## src/inc/supervisor_pkg.sv

```systemverilog
// constants for the supply supervisor and watchdog block
// assumes one 20 MHz clock; counts are in crystal clocks
package supervisor_pkg;
   localparam logic [7:0] clock_control_addr   = 8'h8E;
   localparam logic [7:0] watchdog_control_addr = 8'hD8;
   localparam logic [7:0] ext_irq_enable_addr  = 8'hE8;
   localparam logic [7:0] timed_access_addr    = 8'hC7;
   localparam logic [7:0] unlock_key_first     = 8'hAA;
   localparam logic [7:0] unlock_key_second    = 8'h55;
   localparam int         unlock_window_clocks = 3;
   localparam int         stabilise_clocks     = 65536;
   localparam int         pre_reset_clocks     = 512;
   localparam int         timeout_exp_base     = 17;
   localparam int         timeout_exp_step     = 3;
   localparam int         dog_count_width      = 27;
   localparam int         dog_reset_pulse      = 4;
   localparam int         sel_hi_bit           = 7;
   localparam int         sel_lo_bit           = 6;
   localparam int         pf_enable_bit        = 5;
   localparam int         pf_flag_bit          = 4;
   localparam int         dog_irq_flag_bit     = 3;
   localparam int         dog_reset_flag_bit   = 2;
   localparam int         dog_enable_bit       = 1;
   localparam int         dog_restart_bit      = 0;
   localparam int         dog_irq_enable_bit   = 4;
   localparam logic [7:0] clock_control_reset  = 8'h01;
   localparam logic [7:0] pf_vector            = 8'h33;
   localparam logic [7:0] dog_vector           = 8'h63;
endpackage

```

## src/core/supervisor_watchdog_powerfail.sv

```systemverilog
// supply supervisor: power-on hold, brown-out reset, power-warning
// interrupt and watchdog with pre-reset interrupt and timed access.
// assumes comparator levels are asynchronous; register port is core-timed.
//
// Contract
// - hold reset below threshold, then count 65536
// - supply drop asserts reset while below threshold
// - enabled power warning vectors to 0033h
// - power warning interrupt beats all others
// - control bit 5 enables power warning interrupt
// - bit 4 flags warning, sticky until cleared
// - enabled watchdog resets unless restarted in time
// - enable and restart change only via timed access
// - interval counted in crystal clocks
// - interrupt raised 512 clocks before watchdog reset
// - watchdog interrupt wakes core from idle
// - clock control bits 7:6 select timeout
// - control spread over three registers
// - interrupt points 2^17,2^20,2^23,2^26 clocks
// - reset follows 512 clocks regardless of enable
// - bit 3 interrupt flag, bit 2 reset flag
// - bit1 enables, bit0 restarts, irq-enable bit 4
`timescale 1ns/1ps
module supervisor_watchdog_powerfail #(
   parameter int stabilise_count = supervisor_pkg::stabilise_clocks, // power-on hold length
   parameter int pre_reset_count = supervisor_pkg::pre_reset_clocks, // irq to reset gap
   parameter int timeout_shift   = 0                                  // shortens intervals in sim
)(
   input  wire logic       mclk,            // crystal clock
   input  wire logic       reset_n,         // synchronous reset, active low
   input  wire logic       below_reset_in,  // supply under reset threshold (async)
   input  wire logic       below_warn_in,   // supply under warning threshold (async)
   input  wire logic       osc_running_in,  // oscillator running (async)
   input  wire logic [7:0] reg_addr,        // register address
   input  wire logic [7:0] reg_wdata,       // write data
   input  wire logic       reg_wr,          // write strobe
   input  wire logic       reg_rd,          // read strobe
   input  wire logic       core_idle,       // core is in idle
   input  wire logic       other_irq_req,   // any lower-priority request pending
   input  wire logic [7:0] other_irq_vector,// its vector
   output logic [7:0]      reg_rdata,       // read data, valid cycle after rd
   output logic            core_reset,      // reset to the core, active high
   output logic            irq_req,         // interrupt request to core
   output logic [7:0]      irq_vector,      // vector of winning request
   output logic            idle_wake        // pulse ending idle
);
   // counters are sized for twice the documented defaults; larger counts stop elaboration with an error
   if (timeout_shift < 0 || timeout_shift > 16 ||
       pre_reset_count < 1 || pre_reset_count > 1024 ||
       stabilise_count < 1 || stabilise_count > 131072)
   begin : g_param_check
      $error("supervisor: parameter out of range");
   end

   typedef enum logic [1:0] {st_hold, st_stabilise, st_run, st_dog_reset} sup_e;

   typedef struct packed {
      logic [1:0] below_rst_sync;
      logic [1:0] below_warn_sync;
      logic [1:0] osc_sync;
      logic       warn_prev;
      sup_e       state;
      logic [16:0] stab_cnt;
      logic [26:0] dog_cnt;
      logic        in_pre_reset;
      logic [9:0]  pre_cnt;
      logic [2:0]  pulse_cnt;
      logic [7:0]  clock_control;
      logic        pf_enable;
      logic        pf_flag;
      logic        dog_irq_flag;
      logic        dog_reset_flag;
      logic        dog_enable;
      logic        dog_irq_enable;
      logic [1:0]  ta_step;
      logic [1:0]  ta_timer;
      logic [7:0]  rdata;
      logic        core_reset;
      logic        irq_req;
      logic [7:0]  irq_vector;
      logic        idle_wake;
   } state_s;

   state_s s_r;
   state_s s_nxt;

   // interval in clocks: 2^(17 + 3*select), optionally shortened for simulation
   function automatic logic [26:0] interval_of(input logic [1:0] sel);
      int e;
      e = supervisor_pkg::timeout_exp_base + supervisor_pkg::timeout_exp_step * int'(sel) - timeout_shift;
      interval_of = 27'(1) << e;
   endfunction

   // one write strobe decoded against one register address
   function automatic logic write_hits(input logic wr, input logic [7:0] addr, input logic [7:0] target);
      write_hits = wr && addr == target;
   endfunction

   logic below_rst;
   logic below_warn;
   logic osc_ok;
   logic wr_ctl;
   logic unlocked;
   logic restart;
   logic [1:0] sel;

   always_comb
   begin
      s_nxt = s_r;
      // comparator levels are asynchronous: only the second flop is read
      below_rst  = s_r.below_rst_sync[1];
      below_warn = s_r.below_warn_sync[1];
      osc_ok     = s_r.osc_sync[1];
      s_nxt.below_rst_sync  = {s_r.below_rst_sync[0], below_reset_in};
      s_nxt.below_warn_sync = {s_r.below_warn_sync[0], below_warn_in};
      s_nxt.osc_sync        = {s_r.osc_sync[0], osc_running_in};
      s_nxt.warn_prev = below_warn;
      s_nxt.idle_wake = 1'b0;
      restart = 1'b0;
      unlocked = (s_r.ta_step == 2'd2);
      wr_ctl = write_hits(reg_wr, reg_addr, supervisor_pkg::watchdog_control_addr);
      sel = {s_r.clock_control[supervisor_pkg::sel_hi_bit],
             s_r.clock_control[supervisor_pkg::sel_lo_bit]};

      // timed access: key pair opens a short window for one protected write
      if (s_r.ta_timer != 2'd0)
         s_nxt.ta_timer = s_r.ta_timer - 2'd1;
      else
         s_nxt.ta_step = 2'd0;
      if (write_hits(reg_wr, reg_addr, supervisor_pkg::timed_access_addr))
      begin
         if (reg_wdata == supervisor_pkg::unlock_key_first)
         begin
            s_nxt.ta_step  = 2'd1;
            s_nxt.ta_timer = 2'(supervisor_pkg::unlock_window_clocks);
         end
         else if (reg_wdata == supervisor_pkg::unlock_key_second && s_r.ta_step == 2'd1)
         begin
            s_nxt.ta_step  = 2'd2;
            s_nxt.ta_timer = 2'(supervisor_pkg::unlock_window_clocks);
         end
         else
            s_nxt.ta_step = 2'd0;
      end

      // register writes; the three registers hold all watchdog control
      if (write_hits(reg_wr, reg_addr, supervisor_pkg::clock_control_addr))
         s_nxt.clock_control = reg_wdata;
      if (write_hits(reg_wr, reg_addr, supervisor_pkg::ext_irq_enable_addr))
         s_nxt.dog_irq_enable = reg_wdata[supervisor_pkg::dog_irq_enable_bit];
      if (wr_ctl)
      begin
         s_nxt.pf_enable = reg_wdata[supervisor_pkg::pf_enable_bit];
         if (!reg_wdata[supervisor_pkg::pf_flag_bit])
            s_nxt.pf_flag = 1'b0;
         if (!reg_wdata[supervisor_pkg::dog_irq_flag_bit])
            s_nxt.dog_irq_flag = 1'b0;
         if (!reg_wdata[supervisor_pkg::dog_reset_flag_bit])
            s_nxt.dog_reset_flag = 1'b0;
         if (unlocked)
         begin
            s_nxt.dog_enable = reg_wdata[supervisor_pkg::dog_enable_bit];
            restart = reg_wdata[supervisor_pkg::dog_restart_bit];
            s_nxt.ta_step = 2'd0;
         end
      end

      // sticky warning flag; a new warning edge beats a clear
      if (below_warn && !s_r.warn_prev)
         s_nxt.pf_flag = 1'b1;

      // brown-out and power-on share the hold state; the watchdog keeps its settings
      // across a supply dip, so software should check the reset flags after start-up
      case (s_r.state)
         st_hold:
         begin
            s_nxt.core_reset = 1'b1;
            s_nxt.stab_cnt = '0;
            if (!below_rst && osc_ok)
               s_nxt.state = st_stabilise;
         end
         st_stabilise:
         begin
            s_nxt.core_reset = 1'b1;
            s_nxt.stab_cnt = s_r.stab_cnt + 17'd1;
            if (below_rst)
               s_nxt.state = st_hold;
            else if (32'(s_r.stab_cnt) == stabilise_count - 1)
               s_nxt.state = st_run;
         end
         st_run:
         begin
            s_nxt.core_reset = 1'b0;
            if (!s_r.dog_enable || restart)
            begin
               s_nxt.dog_cnt = '0;
               s_nxt.in_pre_reset = 1'b0;
               s_nxt.pre_cnt = '0;
            end
            else if (!s_r.in_pre_reset)
            begin
               s_nxt.dog_cnt = s_r.dog_cnt + 27'd1;
               if (s_r.dog_cnt == interval_of(sel) - 27'd1)
               begin
                  s_nxt.in_pre_reset = 1'b1;
                  s_nxt.dog_irq_flag = 1'b1;
               end
            end
            else
            begin
               s_nxt.pre_cnt = s_r.pre_cnt + 10'd1;
               if (32'(s_r.pre_cnt) == pre_reset_count - 1)
               begin
                  s_nxt.state = st_dog_reset;
                  s_nxt.dog_reset_flag = 1'b1;
                  s_nxt.pulse_cnt = '0;
               end
            end
            if (below_rst)
               s_nxt.state = st_hold;
         end
         // control registers return to reset values; flags survive so software sees why
         st_dog_reset:
         begin
            s_nxt.core_reset = 1'b1;
            s_nxt.dog_enable = 1'b0;
            s_nxt.dog_cnt = '0;
            s_nxt.in_pre_reset = 1'b0;
            s_nxt.pre_cnt = '0;
            s_nxt.pf_enable = 1'b0;
            s_nxt.dog_irq_enable = 1'b0;
            s_nxt.clock_control = supervisor_pkg::clock_control_reset;
            s_nxt.pulse_cnt = s_r.pulse_cnt + 3'd1;
            if (below_rst)
               s_nxt.state = st_hold;
            else if (s_r.pulse_cnt == 3'(supervisor_pkg::dog_reset_pulse - 1))
               s_nxt.state = st_run;
         end
         default:
            s_nxt.state = st_hold;
      endcase

      // power warning outranks every source, watchdog sits lowest
      s_nxt.irq_req = 1'b0;
      s_nxt.irq_vector = s_r.irq_vector;
      if (s_r.pf_enable && below_warn)
      begin
         s_nxt.irq_req = 1'b1;
         s_nxt.irq_vector = supervisor_pkg::pf_vector;
      end
      else if (other_irq_req)
      begin
         s_nxt.irq_req = 1'b1;
         s_nxt.irq_vector = other_irq_vector;
      end
      else if (s_r.dog_irq_enable && s_r.dog_irq_flag)
      begin
         s_nxt.irq_req = 1'b1;
         s_nxt.irq_vector = supervisor_pkg::dog_vector;
      end
      if (core_idle && s_r.dog_irq_enable && s_r.dog_irq_flag)
         s_nxt.idle_wake = 1'b1;
      // no request may reach a core that is held in reset
      if (s_nxt.core_reset)
         s_nxt.irq_req = 1'b0;

      // read data is registered and stands for one cycle only
      s_nxt.rdata = 8'h00;
      if (reg_rd)
      begin
         case (reg_addr)
            supervisor_pkg::clock_control_addr: s_nxt.rdata = s_r.clock_control;
            supervisor_pkg::watchdog_control_addr:
               s_nxt.rdata = {2'b00, s_r.pf_enable, s_r.pf_flag, s_r.dog_irq_flag,
                              s_r.dog_reset_flag, s_r.dog_enable, 1'b0};
            supervisor_pkg::ext_irq_enable_addr: s_nxt.rdata = {3'b000, s_r.dog_irq_enable, 4'h0};
            default: s_nxt.rdata = 8'h00;
         endcase
      end
   end

   // synchronous reset: clear the struct, then the few non-zero reset values
   always_ff @(posedge mclk)
   begin
      if (!reset_n)
      begin
         s_r <= '0;
         s_r.state <= st_hold;
         s_r.core_reset <= 1'b1;
         s_r.clock_control <= supervisor_pkg::clock_control_reset;
      end
      else
         s_r <= s_nxt;
   end

   assign reg_rdata  = s_r.rdata;
   assign core_reset = s_r.core_reset;
   assign irq_req    = s_r.irq_req;
   assign irq_vector = s_r.irq_vector;
   assign idle_wake  = s_r.idle_wake;
endmodule

```

## config.mk

```make
export PLATFORM = sky130hd
export DESIGN_NAME = supervisor_watchdog_powerfail
export DESIGN_NICKNAME = d
export VERILOG_FILES = /design/src/inc/supervisor_pkg.sv /design/src/core/supervisor_watchdog_powerfail.sv
export SDC_FILE = /design/constraint.sdc
export NUM_CORES = 1
export LEC_CHECK = 0
export BUFFER_PORTS_ARGS = -buffer_cell sky130_fd_sc_hd__clkbuf_2
export CORE_MARGIN = 3
export CORE_UTILIZATION = 64
export CTS_CLUSTER_DIAMETER = 30
export DETAILED_ROUTE_END_ITERATION = 7
export GPL_ROUTABILITY_DRIVEN = 0
export PLACE_DENSITY = 0.92
export SLEW_MARGIN = 20
export SYNTH_ARGS = -nofsm -noshare
export SYNTH_HDL_FRONTEND = slang
export SYNTH_SLANG_ARGS = --single-unit
```

## constraint.sdc

```tcl
create_clock -name mclk -period 7 [get_ports mclk]
set_input_delay 0.7 -clock mclk [delete_from_list [all_inputs] [get_ports mclk]]
set_output_delay 0.7 -clock mclk [all_outputs]
set_load 0.02 [all_outputs]
```

After elaboration in Yosys (flattened, before gate mapping). Cells that the tools add are included.

Bits in latches: 0. Memories: 0. Memory bits (writable): 0. Word-level logic and storage cells: 141. Bits in read-only memories: 0. Flip-flop bits (word level): 104. Output and inout port bits: 19.

Muxes and demuxes: 46. Bitwise operators: 1. Div/mod/pow operators: 0. Order comparisons: 0. Shift-type cells: 1. $add $sub $neg: 7. Equality and inequality tests: 27. Reduce and logical (&&, ||, !) cells: 33. $mul: 1.

Operators by type and width (count): $pmux W41 S2 (1); $eq A8 B8 Y1 const B (5); $mux W38 (1); $mux W2 (17); $pmux W17 S2 (1); $mux W28 (1); $add A27 B1 Y27 const B (1); $eq A27 B27 Y1 (1); $mux W9 (3); $shl A1 B6 Y27 const A (1); $sub A27 B1 Y27 const B (1); $pmux W8 S3 (1); $ne A3 B3 Y1 const B (7); $add A17 B1 Y17 const B (1); $eq A17 B16 Y1 const B (1); $mux W1 (13); $mux W13 (1); $mux W4 (3); $logic_and A1 B1 Y1 (11); $add A10 B1 Y10 const B (1); $eq A10 B9 Y1 const B (1); $reduce_and A2 Y1 (5); $reduce_bool A2 Y1 (5); $eq A8 B7 Y1 const B (1); other kinds (21) (32).

Longest topological paths before layout. Gate-level depths: netlist (run 1).

Depth after elaboration: 9. Depth in mapped cells: 9.

Least setup slack after synthesis (run 1). OpenSTA, ideal clock, no wires.

Path type: register to register. Start: register s_r[78] (netlist bit). End: register s_r[95] (netlist bit). Path slack: 4.750 ns. Path buffers: 0. Arrival time: 2.165 ns. Clock period less this slack: 2.250 ns. Setup time: 0.086 ns. Stages on the path, launching flop included: 9. Cell sequence: dfxtp_1 -> ha_1 -> nand2_1 -> nor4_1 -> and3_1 -> ha_1 -> o221ai_1 -> a211o_1 -> a211oi_1.

Word-level cells in the longest chain between the ends: 3.

RTL lines: start, declared (line supervisor_watchdog_powerfail.sv:84) `state_s s_r;`; start signal, assigned (line supervisor_watchdog_powerfail.sv:293) `s_r <= s_nxt;`; $eq A17 B16 Y1 (line supervisor_watchdog_powerfail.sv:188) `else if (32'(s_r.stab_cnt) == stabilise_count - 1)`; $ne A3 B3 Y1 (no line); $reduce_and A6 Y1 (no line).

Every way passes these cells. A chain may end at the register's enable or synchronous reset.

Final worst setup path (run 1). Ends and elaborated chain as after synthesis.

==> flow_summary.json, run 1 <==
{
  "layout_worst_path_cycle_share": 0.399,
  "critical_path_peak_fanout": 5,
  "max-slew-margin-rel": 0.260,
  "max_cap_violations": 0,
  "postRouteAntennaNets": 0,
  "ys_seq_area_frac": 0.395,
  "finish.net_count": 695,
  "final_number_of_setup_violating_endpoints": 0,
  "h_tree_levels": 3,
  "ratio_of_cells_with_drive_above_1_in_the_final_layout": 0.129,
  "layout_common_cells": "104 x sky130_fd_sc_hd__dfxtp_1, 64 x sky130_fd_sc_hd__nand2_1, 63 x sky130_fd_sc_hd__a21oi_1",
  "post_route_cell_area_mm2": 0.00564,
  "total_power_mw": 1.16,
  "post_cts.resized_instances": 0,
  "vias_in_the_first_global_route": 4516,
  "detailroute.wirelength.met2_um": 6150,
  "dpl_cell_area_mm2": 0.00542,
  "ys_dominant_reg_cell": "sky130_fd_sc_hd__dfxtp_1",
  "die_w_um": 96.7,
  "cts.path.max_buffers": 2,
  "antenna_cells": 0,
  "area.growth.synth_to_final_pct": 7.10,
  "required_ns": 7.28,
  "leakagePower_nw": 1.89,
  "vias": 4863,
  "critPathCaptureType": "register",
  "yosys_register_bits": 104,
  "drt_wl_total_um": 12600,
  "routed_wire_length_per_instance_um": 16.7,
  "layout_min_cycle_time_ns": 2.79,
  "synthDistinctLibCells": 71,
  "worst_slew_pin_slew_ns": 1.11,
  "cts_setup_buffers": 0,
  "gr-total-overflow": 0,
  "insertion_delay_ns": 0.37,
  "cts_hold_repair.buffers": 0,
  "timing_max_transition_violations_final": 0,
  "critical_path_class": "reg -> reg",
  "power.density_mw_per_mm2": 206,
  "drcViolationCount": 0,
  "fp.coreArea_mm2": 0.00785,
  "synth_enable_flop_cells": 0,
  "hold_path.class": "reg -> reg",
  "grt_start_max_net_pins": 34,
  "port-buffer-count": 51,
  "startpoint_type": "register",
  "syn_area_per_cell_um2": 8.50,
  "first_pass_grt_wire_length_um": 21200,
  "yosysWarningCount": 0,
  "cts.reportedPaths.clkPinSlew_ns": 0.10,
  "syn_nets": 669,
  "cts_inserted_buffers": 9,
  "clock-sinks": 104,
  "dieArea_mm2": 0.00935,
  "run_status": "finished, final reports clean",
  "floorplan.die.height_um": 96.7,
  "number_of_drc_violations_after_detailed_routing_iteration_0": 444,
  "vias_per_cell": 6.46,
  "mappedNetlistArea_mm2": 0.00527,
  "postSynthCellCount": 620,
  "timing.setup.tns_ns": 0,
  "vdd_ir_drop_max_mv": 0.136,
  "drt_pre_antenna_iters": 5,
  "rsz0062_at_grt": "false",
  "maxUsedRoutingLayer": "met4",
  "tritoncts": "built",
  "floorplan.initialDensity": 0.671,
  "leading_cell_type_in_the_layout_fill_and_taps_excluded": "sky130_fd_sc_hd__dfxtp_1",
  "hold_viol_final": 0,
  "rows": 32,
  "ys_async_sr_fraction": 0,
  "cts.root.buffer_cell": "sky130_fd_sc_hd__clkbuf_8",
  "top_level_ports": 52,
  "detailed_place_hpwl_um": 8870,
  "final.setup_skew_ns": 0.00883,
  "detailroute.wirelength.met3_um": 787,
  "max_freq_mhz": 358,
  "arrival_time_worst_endpoint_ns": 3.07,
  "drt-met1-wl_um": 5310,
  "grt.total_usage": 0.267,
  "antenna_found_initial": 0
}
-- cell type report --
| type | instances | area (um^2) |
|---|---|---|
| Clock buffer | 10 | 138 |
| Clock inverter | 6 | 75.1 |
| Fill cell | 617 | 2210 |
| Inverter | 20 | 75.1 |
| Multi-Input combinational cell | 459 | 2880 |
| Sequential cell | 104 | 2080 |
| Tap cell | 102 | 128 |
| Timing Repair Buffer | 52 | 263 |
-- worst max-delay path, cell delays in order, from the launching register on --
cell and delay, ns:
sky130_fd_sc_hd__dfxtp_1 0.41, sky130_fd_sc_hd__ha_1 0.26, sky130_fd_sc_hd__nand2_1 0.10, sky130_fd_sc_hd__nor4_1 0.75, sky130_fd_sc_hd__and3_1 0.31, sky130_fd_sc_hd__ha_1 0.18, sky130_fd_sc_hd__o221ai_1 0.16, sky130_fd_sc_hd__a211o_1 0.30
sky130_fd_sc_hd__a211oi_1 0.22
-- sequential cells by signal, indices dropped and copies added, names as in the netlist --
| register | cells |
|---|---|
| s_r | 79 |
| irq_vector | 8 |
| reg_rdata | 8 |
| s_nxt | 3 |
| below_rst | 1 |
| below_warn | 1 |
| core_reset | 1 |
| idle_wake | 1 |
| irq_req | 1 |
| osc_ok | 1 |
-- Yosys cell counts, types with 3 or more instances --
cell type | count | share of area
sky130_fd_sc_hd__a21oi_1 | 63 | 0.060
sky130_fd_sc_hd__buf_4 | 17 | 0.024
sky130_fd_sc_hd__and3_1 | 11 | 0.013
sky130_fd_sc_hd__a31oi_1 | 3 | 0.0036
sky130_fd_sc_hd__inv_1 | 19 | 0.014
sky130_fd_sc_hd__ha_1 | 16 | 0.038
sky130_fd_sc_hd__a211oi_1 | 4 | 0.0057
sky130_fd_sc_hd__nand2b_1 | 5 | 0.0059
sky130_fd_sc_hd__o22ai_1 | 4 | 0.0047
sky130_fd_sc_hd__xor2_1 | 3 | 0.0050
sky130_fd_sc_hd__mux2i_1 | 6 | 0.011
sky130_fd_sc_hd__a22oi_1 | 8 | 0.011
sky130_fd_sc_hd__nor2_1 | 39 | 0.028
sky130_fd_sc_hd__nor4_1 | 5 | 0.0059
sky130_fd_sc_hd__o311ai_0 | 3 | 0.0050
sky130_fd_sc_hd__or3_1 | 24 | 0.029
sky130_fd_sc_hd__a311oi_1 | 5 | 0.0083
sky130_fd_sc_hd__o21ai_0 | 31 | 0.029
sky130_fd_sc_hd__nand3b_1 | 4 | 0.0057
sky130_fd_sc_hd__nand2_1 | 64 | 0.046
sky130_fd_sc_hd__clkbuf_1 | 9 | 0.0064
sky130_fd_sc_hd__a2111oi_0 | 3 | 0.0050
sky130_fd_sc_hd__and2_1 | 11 | 0.013
sky130_fd_sc_hd__nand4_1 | 14 | 0.017
sky130_fd_sc_hd__o211ai_1 | 4 | 0.0057
sky130_fd_sc_hd__buf_1 | 3 | 0.0021
sky130_fd_sc_hd__buf_2 | 5 | 0.0047
sky130_fd_sc_hd__nor3b_1 | 4 | 0.0057
sky130_fd_sc_hd__nor4bb_1 | 3 | 0.0057
sky130_fd_sc_hd__o31ai_1 | 12 | 0.017
sky130_fd_sc_hd__xnor2_1 | 8 | 0.013
sky130_fd_sc_hd__nand3_1 | 38 | 0.036
sky130_fd_sc_hd__nor3_1 | 6 | 0.0057
sky130_fd_sc_hd__o21bai_1 | 3 | 0.0043
sky130_fd_sc_hd__dfxtp_1 | 104 | 0.40
sky130_fd_sc_hd__or4_1 | 15 | 0.021
-- metal layers --
| layer | vias up | GRT usage |
|---|---|---|
| met5 | - | 0 |
| met4 | 0 | 0.0929 |
| met3 | 33 | 0.0505 |
| met2 | 193 | 0.446 |
| met1 | 2292 | 0.344 |
| li1 | 2345 | - |
-- per-stage QoR --
stage          std cells  utilization  worst slack (ns)  hold slack [ns]
6_report             753        0.719              4.21            0.441
3_5_place_dp         737        0.690              4.19            0.418
3_3_place_gp         737        0.690              4.30            0.420
5_1_grt              753        0.719              3.94            0.484
2_1_floorplan        620            -              4.75            0.412
4_1_cts              753        0.717              4.23            0.443
-- worst paths after layout --
check	startpoint	endpoint	slack, ns	cells after the start
worst max-delay path	s_r[78]	s_r[95]	4.21	8
worst max register to register	s_r[78]	s_r[95]	4.21	8
worst min-delay path	s_nxt[99]	osc_ok	0.44	1
worst min register to register	s_nxt[99]	osc_ok	0.44	1
-- report_power, final --
part | switching, mW | internal (mW) | leakage [nW]
Combinational | 0.108 | 0.0470 | 0.948
Clock | 0.215 | 0.180 | 0.105
Sequential | 0.00958 | 0.604 | 0.841
Total | 0.332 | 0.831 | 1.89
-- logic make-up (layout without fill, tap and decap cells) --
family,Yosys count,in the layout,synth area share
DFF,104,104,0.395
AOI/OAI and AO/OA,161,161,0.202
and+or+nand+nor,265,265,0.276
buffers and inverters,57,88,0.0599
adders and majority gates,16,16,0.0380
xor gates and xnor gates,11,11,0.0183
muxes,6,6,0.0114
No activity file was read; power rests on OpenSTA's default activity.
==> run 2: changes to the inputs <==
Settings changed: CORE_UTILIZATION 64 to 53, PLACE_DENSITY 0.92 to 0.83.
Clock period 7 ns to 2.45 ns, I/O delays scaled along.
==> run 2 against run 1 <==
Compared with the run above:
- design area rose by 1.5%
- global-route usage fell by 5.2 points
- sequential power rose to 2.9 times the previous value
- register-to-register slack got worse by 4.1 ns
- worst setup slack got worse by 4.1 ns
- first-iteration DRC count fell by 28%
- routed wire length fell by 4.0%
- die area rose by 19%
- sequential share of layout area fell by 0.51 points
- core utilization fell by 11 points
- combinational power rose to 2.9 times the previous value
- critical path depth fell by 2
==> flow_summary.json, run 2 (synthesis results as in run 1) <==
{
  "max_cap_violations": 0,
  "hold_path.class": "in -> reg",
  "ratio_of_cells_with_drive_above_1_in_the_final_layout": 0.143,
  "final_critical_path_setup_slack_ns": 0.124,
  "antenna_found_initial": 0,
  "dp_cells": 771,
  "final_number_of_setup_violating_endpoints": 0,
  "layout_min_cycle_time_ns": 2.33,
  "place_ws_ns": 0.156,
  "run_status": "finished, final reports clean",
  "layout_common_cells": "103 x sky130_fd_sc_hd__dfxtp_1, 64 x sky130_fd_sc_hd__nand2_1, 63 x sky130_fd_sc_hd__a21oi_1",
  "vias_per_cell": 6.07,
  "leading_cell_type_in_the_layout_fill_and_taps_excluded": "sky130_fd_sc_hd__dfxtp_1",
  "power.density_mw_per_mm2": 583,
  "cts.root.buffer_cell": "sky130_fd_sc_hd__clkbuf_8",
  "port-buffer-count": 51,
  "layout_worst_path_cycle_share": 0.949,
  "r2r_slack_ns": 0.12,
  "min_from": "below_reset_in",
  "top_level_ports": 52,
  "cts.reportedPaths.clkPinSlew_ns": 0.10,
  "vias": 4777,
  "floorplan.die.height_um": 106,
  "cts_setup_buffers": 0,
  "r2r_start": "s_r[96]",
  "critical_path_class": "reg -> reg",
  "number_of_drc_violations_after_detailed_routing_iteration_0": 318,
  "required_ns": 2.75,
  "gr-total-overflow": 0,
  "startpoint_type": "register",
  "largest_register": "s_r",
  "h_tree_levels": 3,
  "insertion_delay_ns": 0.38,
  "antenna_cells": 0,
  "drcViolationCount": 0,
  "critPathCaptureType": "register",
  "cts.path.max_buffers": 2,
  "clock-sinks": 104,
  "routed_wire_length_per_instance_um": 15.3,
  "rsz0062_at_grt": "true",
  "vias_in_the_first_global_route": 4387,
  "tritoncts": "built",
  "drt_wl_total_um": 12100,
  "cts_hold_repair.buffers": 0,
  "fillcell_total": 824,
  "cp-startpoint": "s_r[96]",
  "worst_reg_to_reg_cells": 6,
  "dieArea_mm2": 0.0112,
  "grt_start_max_net_pins": 28,
  "hold_viol_final": 0,
  "largest_reg_flops": 79,
  "fp.coreArea_mm2": 0.00946,
  "drt_pre_antenna_iters": 6,
  "area.growth.synth_to_final_pct": 8.67,
  "max-slew-margin-rel": 0.441,
  "capture_point_of_the_worst_reg_to_reg_path": "s_r[62]",
  "cts_inserted_buffers": 9,
  "detailed_place_hpwl_um": 8630,
  "max_freq_mhz": 430,
  "worst_slew_pin_slew_ns": 0.837,
  "timing_max_transition_violations_final": 0,
  "postRouteAntennaNets": 0,
  "floorplan.initialDensity": 0.557,
  "vdd_ir_drop_max_mv": 0.385,
  "critical_path_peak_fanout": 13,
  "timing.setup.tns_ns": 0,
  "arrival_time_worst_endpoint_ns": 2.63,
  "whs_ns": 0.0722,
  "rows": 35,
  "final.setup_skew_ns": 0.0137,
  "total_power_mw": 3.34,
  "endpoint": "s_r[62]",
  "grt.total_usage": 0.214,
  "finish.net_count": 702,
  "fin_cells": 787,
  "leakagePower_nw": 1.92,
  "first_pass_grt_wire_length_um": 20200,
  "die_w_um": 106
}
==> run 2: critical path, cell delays in order (launching register included) <==
cell and delay, ns:
sky130_fd_sc_hd__dfxtp_1 0.46, sky130_fd_sc_hd__ha_1 0.42, sky130_fd_sc_hd__inv_1 0.21, sky130_fd_sc_hd__nand2_2 0.22
sky130_fd_sc_hd__o31ai_2 0.23, sky130_fd_sc_hd__or4_1 0.56, sky130_fd_sc_hd__a21oi_1 0.16
==> run 2: worst min path at each step <==
stage,slack [ns],cells after the start,to
2_1_floorplan,0.36,2,idle_wake
3_3_place_gp,0.43,1,osc_ok
3_5_place_dp,0.44,1,osc_ok
4_1_cts,0.07,2,s_nxt[103]
5_1_grt,0.07,2,s_nxt[103]
6_report,0.07,2,s_nxt[103]
==> run 2: routing by layer <==
metal | vias to the layer above | GRT usage | wire length, um
li1 | 2346 | - | -
met1 | 2239 | 0.271 | 5210
met2 | 177 | 0.376 | 5900
met3 | 15 | 0.0386 | 811
met4 | 0 | 0.0564 | 143
met5 | - | 0 | 0
==> run 2: through the flow <==
step,util,cell area (um^2)
after global placement,0.582,5500
after detailed placement,0.582,5500
after global routing,0.605,5720
after floorplan,-,5270
final,0.605,5720
after CTS,0.604,5710
==> run 2: cell type report <==
class | count | area, um^2 | share of cell area
Multi-Input combinational cell | 459 | 2880 | 0.503
Timing Repair Buffer | 59 | 315 | 0.0551
Sequential cell | 104 | 2080 | 0.364
Clock buffer | 9 | 124 | 0.0216
Tap cell | 129 | 161 | 0.0282
Inverter | 20 | 75.1 | 0.0131
Clock inverter | 7 | 86.3 | 0.0151
==> run 2: report_power, final <==
part | total (mW) | switching (mW) | leakage [nW] | internal [mW]
sequential | 1.75 | 0.0274 | 0.842 | 1.73
clock | 1.14 | 0.641 | 0.104 | 0.496
combinational | 0.447 | 0.305 | 0.977 | 0.142
total | 3.34 | 0.974 | 1.92 | 2.36
==> run 2: repair_timing <==
item | in CTS | in global routing
endpoints found under the hold margin | 0 | 0
setup endpoints to repair | 0 | 7
resized for setup | 0 | 3
